--- config.mk ---
export PLATFORM = sky130hd
export DESIGN_NAME = sbio_port
export DESIGN_NICKNAME = d
export VERILOG_FILES = /design/src/sbio_pkg.sv /design/src/sbio_port.sv /design/src/sbio_mem_bus.sv
export SDC_FILE = /design/constraint.sdc
export NUM_CORES = 1
export LEC_CHECK = 0
export ABC_CLOCK_PERIOD_IN_PS = 10000
export BUFFER_PORTS_ARGS = -buffer_cell sky130_fd_sc_hd__buf_2
export CAP_MARGIN = 20
export CORE_MARGIN = 1.5
export CORE_UTILIZATION = 49
export CTS_CLUSTER_DIAMETER = 30
export DETAILED_ROUTE_END_ITERATION = 8
export PLACE_DENSITY = 0.73
export SETUP_SLACK_MARGIN = 0.15
export SKIP_CTS_REPAIR_TIMING = 1
export SKIP_LAST_GASP = 1
export SYNTH_ARGS = -nofsm -noshare
export SYNTH_HDL_FRONTEND = slang
export SYNTH_HIERARCHICAL = 1
export SYNTH_SLANG_ARGS = --single-unit
--- constraint.sdc ---
create_clock -name ref_clk -period 10 [get_ports ref_clk]
set_input_delay 1 -clock ref_clk [delete_from_list [all_inputs] [get_ports ref_clk]]
set_output_delay 1 -clock ref_clk [all_outputs]
set_load 0.01 [all_outputs]
--- src/sbio_pkg.sv ---
// Shared constants, types and helpers for the serial bit port block.
// Assumes a single 125 MHz clock; no module or process lives here.
`default_nettype none
package sbio_pkg;

  // ****************************************************************
  // Widths
  // ****************************************************************
  localparam int DATA_W     = 16;  // Parallel data word width.
  localparam int ADDR_W     = 15;  // Parallel word address lines.
  localparam int SER_ADDR_W = 12;  // Serial bit address width.
  localparam int DISP_W     = 8;   // Signed displacement width.
  localparam int COUNT_W    = 4;   // Field width code, zero means 16.
  localparam int BIT_IDX_W  = 5;   // Holds bit counts up to 16.
  localparam int CNT_W      = 8;   // Generic wait counter width.

  // ****************************************************************
  // Workspace layout
  // ****************************************************************
  localparam logic [3:0] BASE_REG_INDEX = 4'hc;  // Bit base register.
  localparam int         WS_WORDS       = 16;    // Registers per area.

  // ****************************************************************
  // Timing
  // ****************************************************************
  localparam int CLK_PERIOD_NS = 8;
  // Least memory access time, rounded up to whole cycles.
  localparam int MEM_ACCESS_NS  = 40;
  localparam int MEM_ACCESS_CYC =
    (MEM_ACCESS_NS + CLK_PERIOD_NS - 1) / CLK_PERIOD_NS;
  // Least settle time of the external selector before use.
  localparam int SER_SETTLE_NS  = 48;
  localparam int SER_SETTLE_CYC =
    (SER_SETTLE_NS + CLK_PERIOD_NS - 1) / CLK_PERIOD_NS;
  // Least width of the output strobe pulse.
  localparam int SER_STROBE_NS  = 16;
  localparam int SER_STROBE_CYC =
    (SER_STROBE_NS + CLK_PERIOD_NS - 1) / CLK_PERIOD_NS;
  // Flip-flops in each pin synchroniser.
  localparam int SYNC_CYC = 2;

  // ****************************************************************
  // Reset values
  // ****************************************************************
  localparam logic [DATA_W-1:0]     DATA_RST  = 16'h0000;
  localparam logic [ADDR_W-1:0]     ADDR_RST  = 15'h0000;
  localparam logic [SER_ADDR_W-1:0] SADDR_RST = 12'h000;

  // ****************************************************************
  // Operations
  // ****************************************************************
  typedef enum logic [1:0] {
    SBIO_OP_TEST_BIT,   // Sample one input bit into the equal flag.
    SBIO_OP_SET_BIT,    // Strobe one output bit.
    SBIO_OP_MULTI_OUT,  // Strobe a field of 1 to 16 output bits.
    SBIO_OP_MULTI_IN    // Sample a field of 1 to 16 input bits.
  } sbio_op_e;

  // ****************************************************************
  // Helpers
  // ****************************************************************
  // Bit address: base register bits 12..1 plus a 12-bit offset.
  function automatic logic [SER_ADDR_W-1:0] sbio_bit_addr(
    input logic [DATA_W-1:0]     base,
    input logic [SER_ADDR_W-1:0] offs
  );
    return base[12:1] + offs;
  endfunction

  // Sign extension of the displacement to the bit address width.
  function automatic logic [SER_ADDR_W-1:0] sbio_sext(
    input logic [DISP_W-1:0] disp
  );
    return {{(SER_ADDR_W - DISP_W){disp[DISP_W-1]}}, disp};
  endfunction

endpackage
`default_nettype wire

--- src/sbio_port.sv ---
// Serial bit input/output port of the processor with its memory bus.
// Assumes the core issues commands on ref_clk; pins are asynchronous.
`timescale 1ns/1ns
`default_nettype none

module sbio_port (
  // Clock, reset and clock enable.
  input  wire logic                            ref_clk,
  input  wire logic                            arst_n,
  input  wire logic                            clkEn,
  // Serial command from the core.
  input  wire logic                            cmdValid,
  input  wire sbio_pkg::sbio_op_e              cmdOp,
  input  wire logic [sbio_pkg::DISP_W-1:0]     cmdDisp,
  input  wire logic [sbio_pkg::COUNT_W-1:0]    cmdCount,
  input  wire logic [sbio_pkg::DATA_W-1:0]     cmdData,
  input  wire logic [sbio_pkg::DATA_W-1:0]     wsPtr,
  output logic                                 cmdReady,
  output logic                                 cmdDone,
  output logic                                 equalFlag,
  output logic      [sbio_pkg::DATA_W-1:0]     cmdInData,
  // Memory request from the core.
  input  wire logic                            memReqValid,
  input  wire logic                            memReqWrite,
  input  wire logic                            memReqByte,
  input  wire logic [sbio_pkg::DATA_W-1:0]     memReqAddr,
  input  wire logic [sbio_pkg::DATA_W-1:0]     memReqData,
  output logic                                 memReqReady,
  output logic                                 memRespValid,
  output logic      [sbio_pkg::DATA_W-1:0]     memRespData,
  // Serial bit pins.
  input  wire logic                            serial_bit_in,
  output logic                                 serial_bit_out,
  output logic                                 serial_bit_strobe,
  // Parallel bus pins.
  output logic      [0:sbio_pkg::ADDR_W-1]     parallel_address_lines,
  output logic      [sbio_pkg::DATA_W-1:0]     parallel_data_lines_out,
  output logic                                 parallel_data_lines_oe,
  input  wire logic [sbio_pkg::DATA_W-1:0]     parallel_data_lines_in,
  output logic                                 memEn_n,
  output logic                                 we_n,
  output logic                                 dbin
);

  // ****************************************************************
  // State
  // ****************************************************************
  typedef enum logic [2:0] {
    SP_IDLE, SP_FETCH, SP_FETCH_WAIT, SP_SETUP, SP_STROBE, SP_SAMPLE,
    SP_NEXT, SP_FINISH
  } sbio_sp_e;

  typedef struct packed {
    sbio_sp_e                          st;      // Engine state.
    sbio_pkg::sbio_op_e                op;      // Latched operation.
    logic [sbio_pkg::DATA_W-1:0]       wsBase;  // Even workspace base.
    logic [sbio_pkg::DATA_W-1:0]       base;    // Fetched bit base.
    logic [sbio_pkg::SER_ADDR_W-1:0]   offs;    // Extended displacement.
    logic [sbio_pkg::SER_ADDR_W-1:0]   bitAddr; // Current bit address.
    logic [sbio_pkg::BIT_IDX_W-1:0]    bitIdx;  // Bit within field.
    logic [sbio_pkg::BIT_IDX_W-1:0]    total;   // Field width.
    logic [sbio_pkg::DATA_W-1:0]       shOut;   // Output field.
    logic [sbio_pkg::DATA_W-1:0]       shIn;    // Input field.
    logic [sbio_pkg::CNT_W-1:0]        cnt;     // Wait counter.
    logic                              serOut;  // Output pin.
    logic                              strobe;  // Strobe pin.
    logic                              equal;   // Equal flag.
    logic [sbio_pkg::DATA_W-1:0]       inData;  // Returned field.
    logic                              done;    // Completion pulse.
    logic                              cmdRdy;  // Command ready.
    logic                              memRdy;  // Memory ready.
    logic                              rspV;    // Core access answer, reads and writes.
    logic [sbio_pkg::DATA_W-1:0]       rspD;    // Core read data.
    logic                              inA;     // Input sync stage one.
    logic                              inB;     // Input sync stage two.
    logic [sbio_pkg::DATA_W-1:0]       dA;      // Data sync stage one.
    logic [sbio_pkg::DATA_W-1:0]       dB;      // Data sync stage two.
  } sbio_sp_s;

  localparam sbio_sp_s RST = '{st: SP_IDLE, op: sbio_pkg::SBIO_OP_TEST_BIT,
                               default: '0};

  localparam logic [sbio_pkg::CNT_W-1:0] SETTLE_LAST =
    sbio_pkg::CNT_W'(sbio_pkg::SER_SETTLE_CYC - 1);
  localparam logic [sbio_pkg::CNT_W-1:0] STROBE_LAST =
    sbio_pkg::CNT_W'(sbio_pkg::SER_STROBE_CYC - 1);
  localparam logic [sbio_pkg::CNT_W-1:0] SYNC_LAST =
    sbio_pkg::CNT_W'(sbio_pkg::SYNC_CYC);
  // Byte offset of the base register inside the workspace.
  localparam logic [sbio_pkg::DATA_W-1:0] BASE_REG_OFFS =
    {11'h000, sbio_pkg::BASE_REG_INDEX, 1'b0};

  sbio_sp_s q;  // Registered state.
  sbio_sp_s n;  // Next state.

  // Memory sequencer connections.
  logic                              mReqValid;
  logic                              mReqWrite;
  logic                              mReqByte;
  logic [sbio_pkg::DATA_W-1:0]       mReqAddr;
  logic                              serHold;
  logic                              mReady;
  logic                              mDone;
  logic [sbio_pkg::DATA_W-1:0]       mRdData;
  logic                              coreTake;

  // ****************************************************************
  // Memory request steering
  // ****************************************************************
  // The engine owns the bus from fetch to finish; the core gets it
  // only while ready is shown, so the two never issue together.
  always_comb begin
    coreTake  = memReqValid && q.memRdy;
    mReqValid = coreTake || (q.st == SP_FETCH && mReady);
    mReqWrite = coreTake && memReqWrite;
    mReqByte  = coreTake && memReqByte;
    mReqAddr  = coreTake ? memReqAddr
                         : q.wsBase + BASE_REG_OFFS;
    serHold   = (q.st != SP_IDLE) && (q.st != SP_FETCH) &&
                (q.st != SP_FETCH_WAIT);
  end

  // ****************************************************************
  // Engine next-state logic
  // ****************************************************************
  always_comb begin
    n      = q;
    n.done = 1'b0;
    n.rspV = 1'b0;
    // Pins pass two flip-flops; only the second stage is used.
    n.inA  = serial_bit_in;
    n.inB  = q.inA;
    n.dA   = parallel_data_lines_in;
    n.dB   = q.dA;
    unique case (q.st)
      SP_IDLE: begin
        if (cmdValid && q.cmdRdy && !coreTake) begin
          n.op     = cmdOp;
          n.shOut  = cmdData;
          n.wsBase = {wsPtr[15:1], 1'b0};
          n.offs   = sbio_pkg::sbio_sext(cmdDisp);
          if (cmdOp == sbio_pkg::SBIO_OP_TEST_BIT ||
              cmdOp == sbio_pkg::SBIO_OP_SET_BIT) begin
            n.total = 5'h01;
          end else begin
            // Field code zero selects the full sixteen bits.
            n.offs  = '0;
            n.total = (cmdCount == '0) ? 5'h10 : {1'b0, cmdCount};
          end
          n.st = SP_FETCH;
        end
      end
      SP_FETCH: begin
        if (mReady) begin
          n.st = SP_FETCH_WAIT;
        end
      end
      SP_FETCH_WAIT: begin
        if (mDone) begin
          n.base    = mRdData;
          n.bitIdx  = '0;
          n.bitAddr = sbio_pkg::sbio_bit_addr(mRdData, q.offs);
          n.cnt     = '0;
          n.st      = SP_SETUP;
        end
      end
      SP_SETUP: begin
        // Address and data settle before strobe or sample.
        n.serOut = q.shOut[q.bitIdx[3:0]];
        n.cnt    = q.cnt + 1'b1;
        if (q.cnt == SETTLE_LAST) begin
          n.cnt = '0;
          if (q.op == sbio_pkg::SBIO_OP_SET_BIT ||
              q.op == sbio_pkg::SBIO_OP_MULTI_OUT) begin
            n.strobe = 1'b1;
            n.st     = SP_STROBE;
          end else begin
            n.st = SP_SAMPLE;
          end
        end
      end
      SP_STROBE: begin
        n.cnt = q.cnt + 1'b1;
        if (q.cnt == STROBE_LAST) begin
          n.strobe = 1'b0;
          n.st     = SP_NEXT;
        end
      end
      SP_SAMPLE: begin
        // Wait out the synchroniser so the level is the addressed one.
        n.cnt = q.cnt + 1'b1;
        if (q.cnt == SYNC_LAST) begin
          n.shIn[q.bitIdx[3:0]] = q.inB;
          if (q.op == sbio_pkg::SBIO_OP_TEST_BIT) begin
            n.equal = q.inB;
          end
          n.st = SP_NEXT;
        end
      end
      SP_NEXT: begin
        // Address and output stay put one cycle after the strobe.
        n.bitIdx = q.bitIdx + 1'b1;
        n.cnt    = '0;
        if (n.bitIdx == q.total) begin
          n.st = SP_FINISH;
        end else begin
          n.bitAddr = sbio_pkg::sbio_bit_addr(q.base,
                        q.offs + {7'h00, n.bitIdx});
          n.st      = SP_SETUP;
        end
      end
      SP_FINISH: begin
        n.inData = q.shIn;
        n.shIn   = '0;
        n.done   = 1'b1;
        n.st     = SP_IDLE;
      end
    endcase
    n.cmdRdy = (n.st == SP_IDLE) && mReady && !mReqValid;
    n.memRdy = (n.st == SP_IDLE) && mReady && !mReqValid;
    if (mDone && q.st != SP_FETCH_WAIT) begin
      n.rspV = 1'b1;
      n.rspD = mRdData;
    end
  end

  // ****************************************************************
  // State register
  // ****************************************************************
  always_ff @(posedge ref_clk or negedge arst_n) begin
    if (!arst_n) begin
      q <= RST;
    end else if (clkEn) begin
      q <= n;
    end
  end

  // ****************************************************************
  // Memory bus sequencer
  // ****************************************************************
  sbio_mem_bus u_mem (
    .clk        (ref_clk),
    .arst_n     (arst_n),
    .clkEn      (clkEn),
    .reqValid   (mReqValid),
    .reqWrite   (mReqWrite),
    .reqByte    (mReqByte),
    .reqAddr    (mReqAddr),
    .reqData    (memReqData),
    .serHold    (serHold),
    .serAddr    (q.bitAddr),
    .ready      (mReady),
    .done       (mDone),
    .rdData     (mRdData),
    .addrLines  (parallel_address_lines),
    .dataOut    (parallel_data_lines_out),
    .dataOe     (parallel_data_lines_oe),
    .dataInSync (q.dB),
    .memEn_n    (memEn_n),
    .we_n       (we_n),
    .dbin       (dbin)
  );

  assign cmdReady          = q.cmdRdy;
  assign cmdDone           = q.done;
  assign equalFlag         = q.equal;
  assign cmdInData         = q.inData;
  assign memReqReady       = q.memRdy;
  assign memRespValid      = q.rspV;
  assign memRespData       = q.rspD;
  assign serial_bit_out    = q.serOut;
  assign serial_bit_strobe = q.strobe;

endmodule

`default_nettype wire

--- src/sbio_mem_bus.sv ---
// Parallel memory bus sequencer: word reads, word writes and byte
// writes by read-modify-write; also parks serial bit addresses.
// Assumes data pins arrive already synchronised by the caller.
`timescale 1ns/1ns
`default_nettype none

module sbio_mem_bus (
  // Clock and reset.
  input  wire logic                           clk,
  input  wire logic                           arst_n,
  input  wire logic                           clkEn,
  // Request side.
  input  wire logic                           reqValid,
  input  wire logic                           reqWrite,
  input  wire logic                           reqByte,
  input  wire logic [sbio_pkg::DATA_W-1:0]    reqAddr,
  input  wire logic [sbio_pkg::DATA_W-1:0]    reqData,
  input  wire logic                           serHold,
  input  wire logic [sbio_pkg::SER_ADDR_W-1:0] serAddr,
  output logic                                ready,
  output logic                                done,
  output logic      [sbio_pkg::DATA_W-1:0]    rdData,
  // Pin side.
  output logic      [0:sbio_pkg::ADDR_W-1]    addrLines,
  output logic      [sbio_pkg::DATA_W-1:0]    dataOut,
  output logic                                dataOe,
  input  wire logic [sbio_pkg::DATA_W-1:0]    dataInSync,
  output logic                                memEn_n,
  output logic                                we_n,
  output logic                                dbin
);

  // ****************************************************************
  // State
  // ****************************************************************
  typedef enum logic [2:0] {
    MB_IDLE, MB_READ, MB_WR_SETUP, MB_WR_PULSE, MB_WR_HOLD
  } sbio_mb_e;

  typedef struct packed {
    sbio_mb_e                       st;      // Sequencer state.
    logic [0:sbio_pkg::ADDR_W-1]    addr;    // Address pins.
    logic [sbio_pkg::DATA_W-1:0]    wd;      // Write data pins.
    logic                           oe;      // Data pin enable.
    logic                           en_n;    // Memory enable.
    logic                           we_n;    // Write enable.
    logic                           dbin;    // Read direction.
    logic [sbio_pkg::CNT_W-1:0]     cnt;     // Wait counter.
    logic                           isWrite; // Write pending.
    logic                           evenByte;// Even byte is high half.
    logic                           rdy;     // Idle and free.
    logic                           done;    // One-cycle completion.
    logic [sbio_pkg::DATA_W-1:0]    rd;      // Last read word.
  } sbio_mb_s;

  localparam sbio_mb_s RST = '{st: MB_IDLE, en_n: 1'b1, we_n: 1'b1,
                               default: '0};

  // Read waits the access time plus the pin synchroniser.
  localparam logic [sbio_pkg::CNT_W-1:0] READ_LAST =
    sbio_pkg::CNT_W'(sbio_pkg::MEM_ACCESS_CYC + sbio_pkg::SYNC_CYC - 1);
  localparam logic [sbio_pkg::CNT_W-1:0] PULSE_LAST =
    sbio_pkg::CNT_W'(sbio_pkg::MEM_ACCESS_CYC - 1);

  sbio_mb_s q;  // Registered state.
  sbio_mb_s n;  // Next state.

  // ****************************************************************
  // Next-state logic
  // ****************************************************************
  // Byte writes read the word first so the other half is kept.
  always_comb begin
    n      = q;
    n.done = 1'b0;
    unique case (q.st)
      MB_IDLE: begin
        if (reqValid && q.rdy) begin
          n.addr     = reqAddr[15:1];
          n.wd       = reqData;
          n.isWrite  = reqWrite;
          n.evenByte = ~reqAddr[0];
          n.cnt      = '0;
          n.en_n     = 1'b0;
          if (!reqWrite || reqByte) begin
            n.st   = MB_READ;
            n.dbin = 1'b1;
          end else begin
            n.st = MB_WR_SETUP;
            n.oe = 1'b1;
          end
        end else if (serHold) begin
          // Top three lines stay low; they belong to other operations.
          n.addr = {3'b000, serAddr};
        end
      end
      MB_READ: begin
        n.cnt = q.cnt + 1'b1;
        if (q.cnt == READ_LAST) begin
          n.rd   = dataInSync;
          n.dbin = 1'b0;
          n.cnt  = '0;
          if (q.isWrite) begin
            // Merge the new byte, held in the low half of the request.
            n.wd = q.evenByte ? {q.wd[7:0], dataInSync[7:0]}
                              : {dataInSync[15:8], q.wd[7:0]};
            n.oe = 1'b1;
            n.st = MB_WR_SETUP;
          end else begin
            n.en_n = 1'b1;
            n.done = 1'b1;
            n.st   = MB_IDLE;
          end
        end
      end
      MB_WR_SETUP: begin
        // One cycle of address and data setup before the write pulse.
        n.we_n = 1'b0;
        n.cnt  = '0;
        n.st   = MB_WR_PULSE;
      end
      MB_WR_PULSE: begin
        n.cnt = q.cnt + 1'b1;
        if (q.cnt == PULSE_LAST) begin
          n.we_n = 1'b1;
          n.st   = MB_WR_HOLD;
        end
      end
      MB_WR_HOLD: begin
        // Data is held one cycle past the write pulse for hold time.
        n.oe   = 1'b0;
        n.en_n = 1'b1;
        n.done = 1'b1;
        n.st   = MB_IDLE;
      end
    endcase
    n.rdy = (n.st == MB_IDLE) && !(reqValid && q.rdy);
  end

  // ****************************************************************
  // State register
  // ****************************************************************
  always_ff @(posedge clk or negedge arst_n) begin
    if (!arst_n) begin
      q <= RST;
    end else if (clkEn) begin
      q <= n;
    end
  end

  assign ready     = q.rdy;
  assign done      = q.done;
  assign rdData    = q.rd;
  assign addrLines = q.addr;
  assign dataOut   = q.wd;
  assign dataOe    = q.oe;
  assign memEn_n   = q.en_n;
  assign we_n      = q.we_n;
  assign dbin      = q.dbin;

endmodule

`default_nettype wire

==> impl_metrics.py <==
metrics = {
    "run_status": {
        "status": "complete, no violations",
    },
    "yosys": {
        "synthSimpleGateAreaFrac_pct": 12.0,
        "syn_inst": 1191,
        "avgSynthCellArea_um2": 10.7,
        "synth-xor-area-share_pct": 2.64,
        "synthAdderAreaFrac_pct": 4.91,
        "synth.cell_area_um2": 12800,
        "synthMuxAreaShare_pct": 15.5,
        "synth_top_family_by_area": "multiplexers",
        "ys_types": 74,
        "synth_edf_count": 0,
        "synth_seq_cells": 240,
        "async_reset_ff_share_pct": 100,
        "syn_nets": 1339,
        "synth_compound_area_share_pct": 10.5,
        "ys_warn_count": 6,
        "synth.yosys.seq_area_share_pct": 47.0,
        "synth_ff_type": "dfrtp_1",
    },
    "global_route": {
        "groute.usage.overall_pct": 21.6,
        "grt_pass1_wl_um": 46400,
        "grt_start_max_net_pins": 86,
        "antenna_found_initial": 1,
        "grt_pass1_vias": 9155,
        "grt.overflow.total": 0,
    },
    "drt": {
        "drtAntennaViolNets": 0,
        "viasPerCell": 5.51,
        "drt-initial-drc-count": 608,
        "wl_um": 28800,
        "first_pass_iters": 8,
        "drt-wirelength-per-cell_um": 17.3,
        "vias": 9197,
        "drc": 0,
    },
    "sta": {
        "skew_ns": 0.0195,
        "finalHoldViolations": 0,
        "fin_crit_sh_pct": 38.4,
        "fin_tns_setup_ns": 0,
        "slew_headroom_pct": 37.0,
        "holdWs_ns": 0.435,
        "drv_slew": 0,
        "setup_viol": 0,
        "tightest_slew_ns": 0.945,
        "max_freq_mhz": 260,
        "rsz0062_at_grt": "false",
        "fin_crit_ns": 3.84,
    },
    "pwr": {
        "cellPowerDensity_nw_per_um2": 232,
        "vdd_drop_max_mv": 0.176,
        "p_leak_nw": 7.46,
        "fin_total_pwr_mw": 3.50,
    },
    "layout": {
        "final_layout_size_suffix_gt1_share_pct": 31.7,
        "finalNetCount": 1442,
        "finalNonFillerCells": 1668,
        "syn_to_final_growth_pct": 18.1,
    },
    "floorplanning": {
        "row_count": 58,
        "start_util_pct": 50.3,
        "pin_count": 176,
        "fp.coreArea_um2": 25400,
        "die_x_um": 164,
        "die_area_um2": 27100,
        "die_y_um": 164,
    },
    "worst_setup_path": {
        "startpoint_type": "register",
        "crit_end": "q[134]",
        "crit_type": "register to register",
        "rrSetupSlack_ns": 6.16,
        "cp.required_ns": 10.42,
        "r2r_start": "q[118]",
        "crit_start": "q[118]",
        "end_kind": "register",
        "reg2reg_depth": 11,
        "cp_max_fo": 11,
        "r2r_end": "q[134]",
        "critPathArrivalTime_ns": 4.27,
    },
    "clock_tree": {
        "cts_root_buffer": "clkbuf_16",
        "cts.sinks": 240,
        "cts_max_path_buffers": 3,
        "htreeDepth": 2,
        "clk_latency_ns": 0.55,
        "clk_pin_slew_ns": 0.05,
        "numCtsBuffers": 50,
        "cts_tree": "yes",
    },
    "placed_design": {
        "io_buffer_count": 174,
        "dp.cells": 1570,
        "place.gp.congestion": 0.862,
        "dpl.hpwl_um": 20000,
    },
    "min_path": {
        "hp-class": "input port to async pin",
    },
    "job": {
        "maxCapViolations": 0,
    },
}
==> worst max-delay path: stages, from the launching register on <==
cell      delay (ns)
dfrtp_1         0.72
inv_1           0.24
ha_1            0.45
fa_1            0.45
ha_1            0.26
fa_1            0.41
a21oi_1         0.22
o22ai_1         0.18
o221ai_1        0.27
xnor2_1         0.10
and3_1          0.18
a211o_1         0.25
==> worst min-delay path by stage <==
stage / from / end / slack, ns / cells after the start
3_5_place_dp: u_mem/memEn_n / u_mem/memEn_n / 0.47 / 2
5_1_grt: u_mem/memEn_n / u_mem/memEn_n / 0.47 / 2
6_report: arst_n / q[102] / 0.43 / 1
2_1_floorplan: q[80] / q[80] / 0.45 / 1
3_3_place_gp: u_mem/memEn_n / u_mem/memEn_n / 0.45 / 2
4_1_cts: u_mem/memEn_n / u_mem/memEn_n / 0.47 / 2
==> cell usage after synthesis, types with 3 or more instances <==
cell / count / share of area [%]
nor2b_1: 16 / 0.78
a22o_1: 6 / 0.41
o31ai_1: 8 / 0.47
a31oi_1: 5 / 0.24
buf_1: 8 / 0.23
nand2_1: 122 / 3.6
a21oi_1: 37 / 1.4
or3_1: 7 / 0.34
fa_1: 7 / 1.1
o21ai_0: 86 / 3.4
dfrtp_1: 238 / 47
nand2b_1: 14 / 0.69
mux2i_1: 37 / 2.9
a211oi_1: 5 / 0.29
nand3_1: 40 / 1.6
buf_4: 82 / 4.8
clkbuf_1: 28 / 0.82
nor2_1: 65 / 1.9
and3_1: 14 / 0.69
a21o_1: 11 / 0.65
o211ai_1: 5 / 0.29
buf_2: 15 / 0.59
nand4_1: 10 / 0.49
o2111ai_1: 3 / 0.21
xor2_1: 17 / 1.2
o21bai_1: 3 / 0.18
ha_1: 39 / 3.8
mux2_2: 121 / 11
a2bb2oi_1: 8 / 0.55
and2_1: 4 / 0.20
xnor2_1: 19 / 1.3
o22ai_1: 13 / 0.64
o21a_1: 3 / 0.18
nor3_1: 6 / 0.23
mux2_4: 9 / 1.1
mux4_2: 5 / 0.88
inv_1: 29 / 0.85
==> stage by stage <==
stage          instance area, um2  utilization, %  worst slack, ns
2_1_floorplan               12800               -             6.79
3_5_place_dp                13300            52.4             6.19
4_1_cts                     15100            59.3             6.13
5_1_grt                     15100            59.4             5.94
3_3_place_gp                13300            52.4             6.23
6_report                    15100            59.4             6.16
==> cell families after synthesis <==
group	count (synthesis)
AO/OA/AOI/OAI	215
AND/OR/NAND/NOR	318
flip-flops	240
multiplexers	172
XOR/XNOR	37
adder cells (fa/ha/maj)	46
buffers and inverters	163
==> report_power, final <==
| group | total (mW) | leakage, nW | internal [mW] | switching, mW |
|---|---|---|---|---|
| registers | 1.26 | 3.20 | 1.10 | 0.157 |
| logic | 0.579 | 3.41 | 0.254 | 0.325 |
| clock network | 1.67 | 0.850 | 1.12 | 0.550 |
| total | 3.50 | 7.46 | 2.47 | 1.03 |
==> routing by layer <==
layer / up-vias / wire (um) / GRT usage (%)
met3: 47 / 2010 / 5.75
met4: 0 / 601 / 7.45
met1: 4506 / 12500 / 28.1
met5: - / 0 / 0
met2: 283 / 13700 / 35.0
li1: 4361 / - / -
==> state kept, by name, summed over array words and instances (netlist names) <==
register	cells
u_mem/dataOut	16
u_mem/dbin	1
cmdInData	16
u_mem/dataOe	1
u_mem/we_n	1
u_mem/rdData	16
memReqReady	1
q	119
u_mem/done	1
u_mem/addrLines	15
equalFlag	1
serial_bit_out	1
serial_bit_strobe	1
cmdDone	1
n	17
u_mem/ready	1
memRespData	16
u_mem/memEn_n	1
memRespValid	1
u_mem/q	13
==> area by class of cell <==
class                   count  area (um2)
clock buffers              63        1380
clock inverters            31         374
well taps                 330         413
inverters                  29         109
multi-input cells         788        5830
repair buffers            185         981
fillers                  2075       10300
flip-flops and latches    240        6010
diodes                      2        5.00
==> cell usage in the layout, fill, tap and decap left out, types with 29 or more instances in the layout <==
master	count
nand3_1	40
mux2_2	121
mux2i_1	37
inv_1	29
ha_1	39
o21ai_0	86
a21oi_1	37
clkbuf_16	50
buf_2	174
nand2_1	121
nor2_1	65
dfrtp_1	238
No activity file was read; power rests on OpenSTA's default activity.
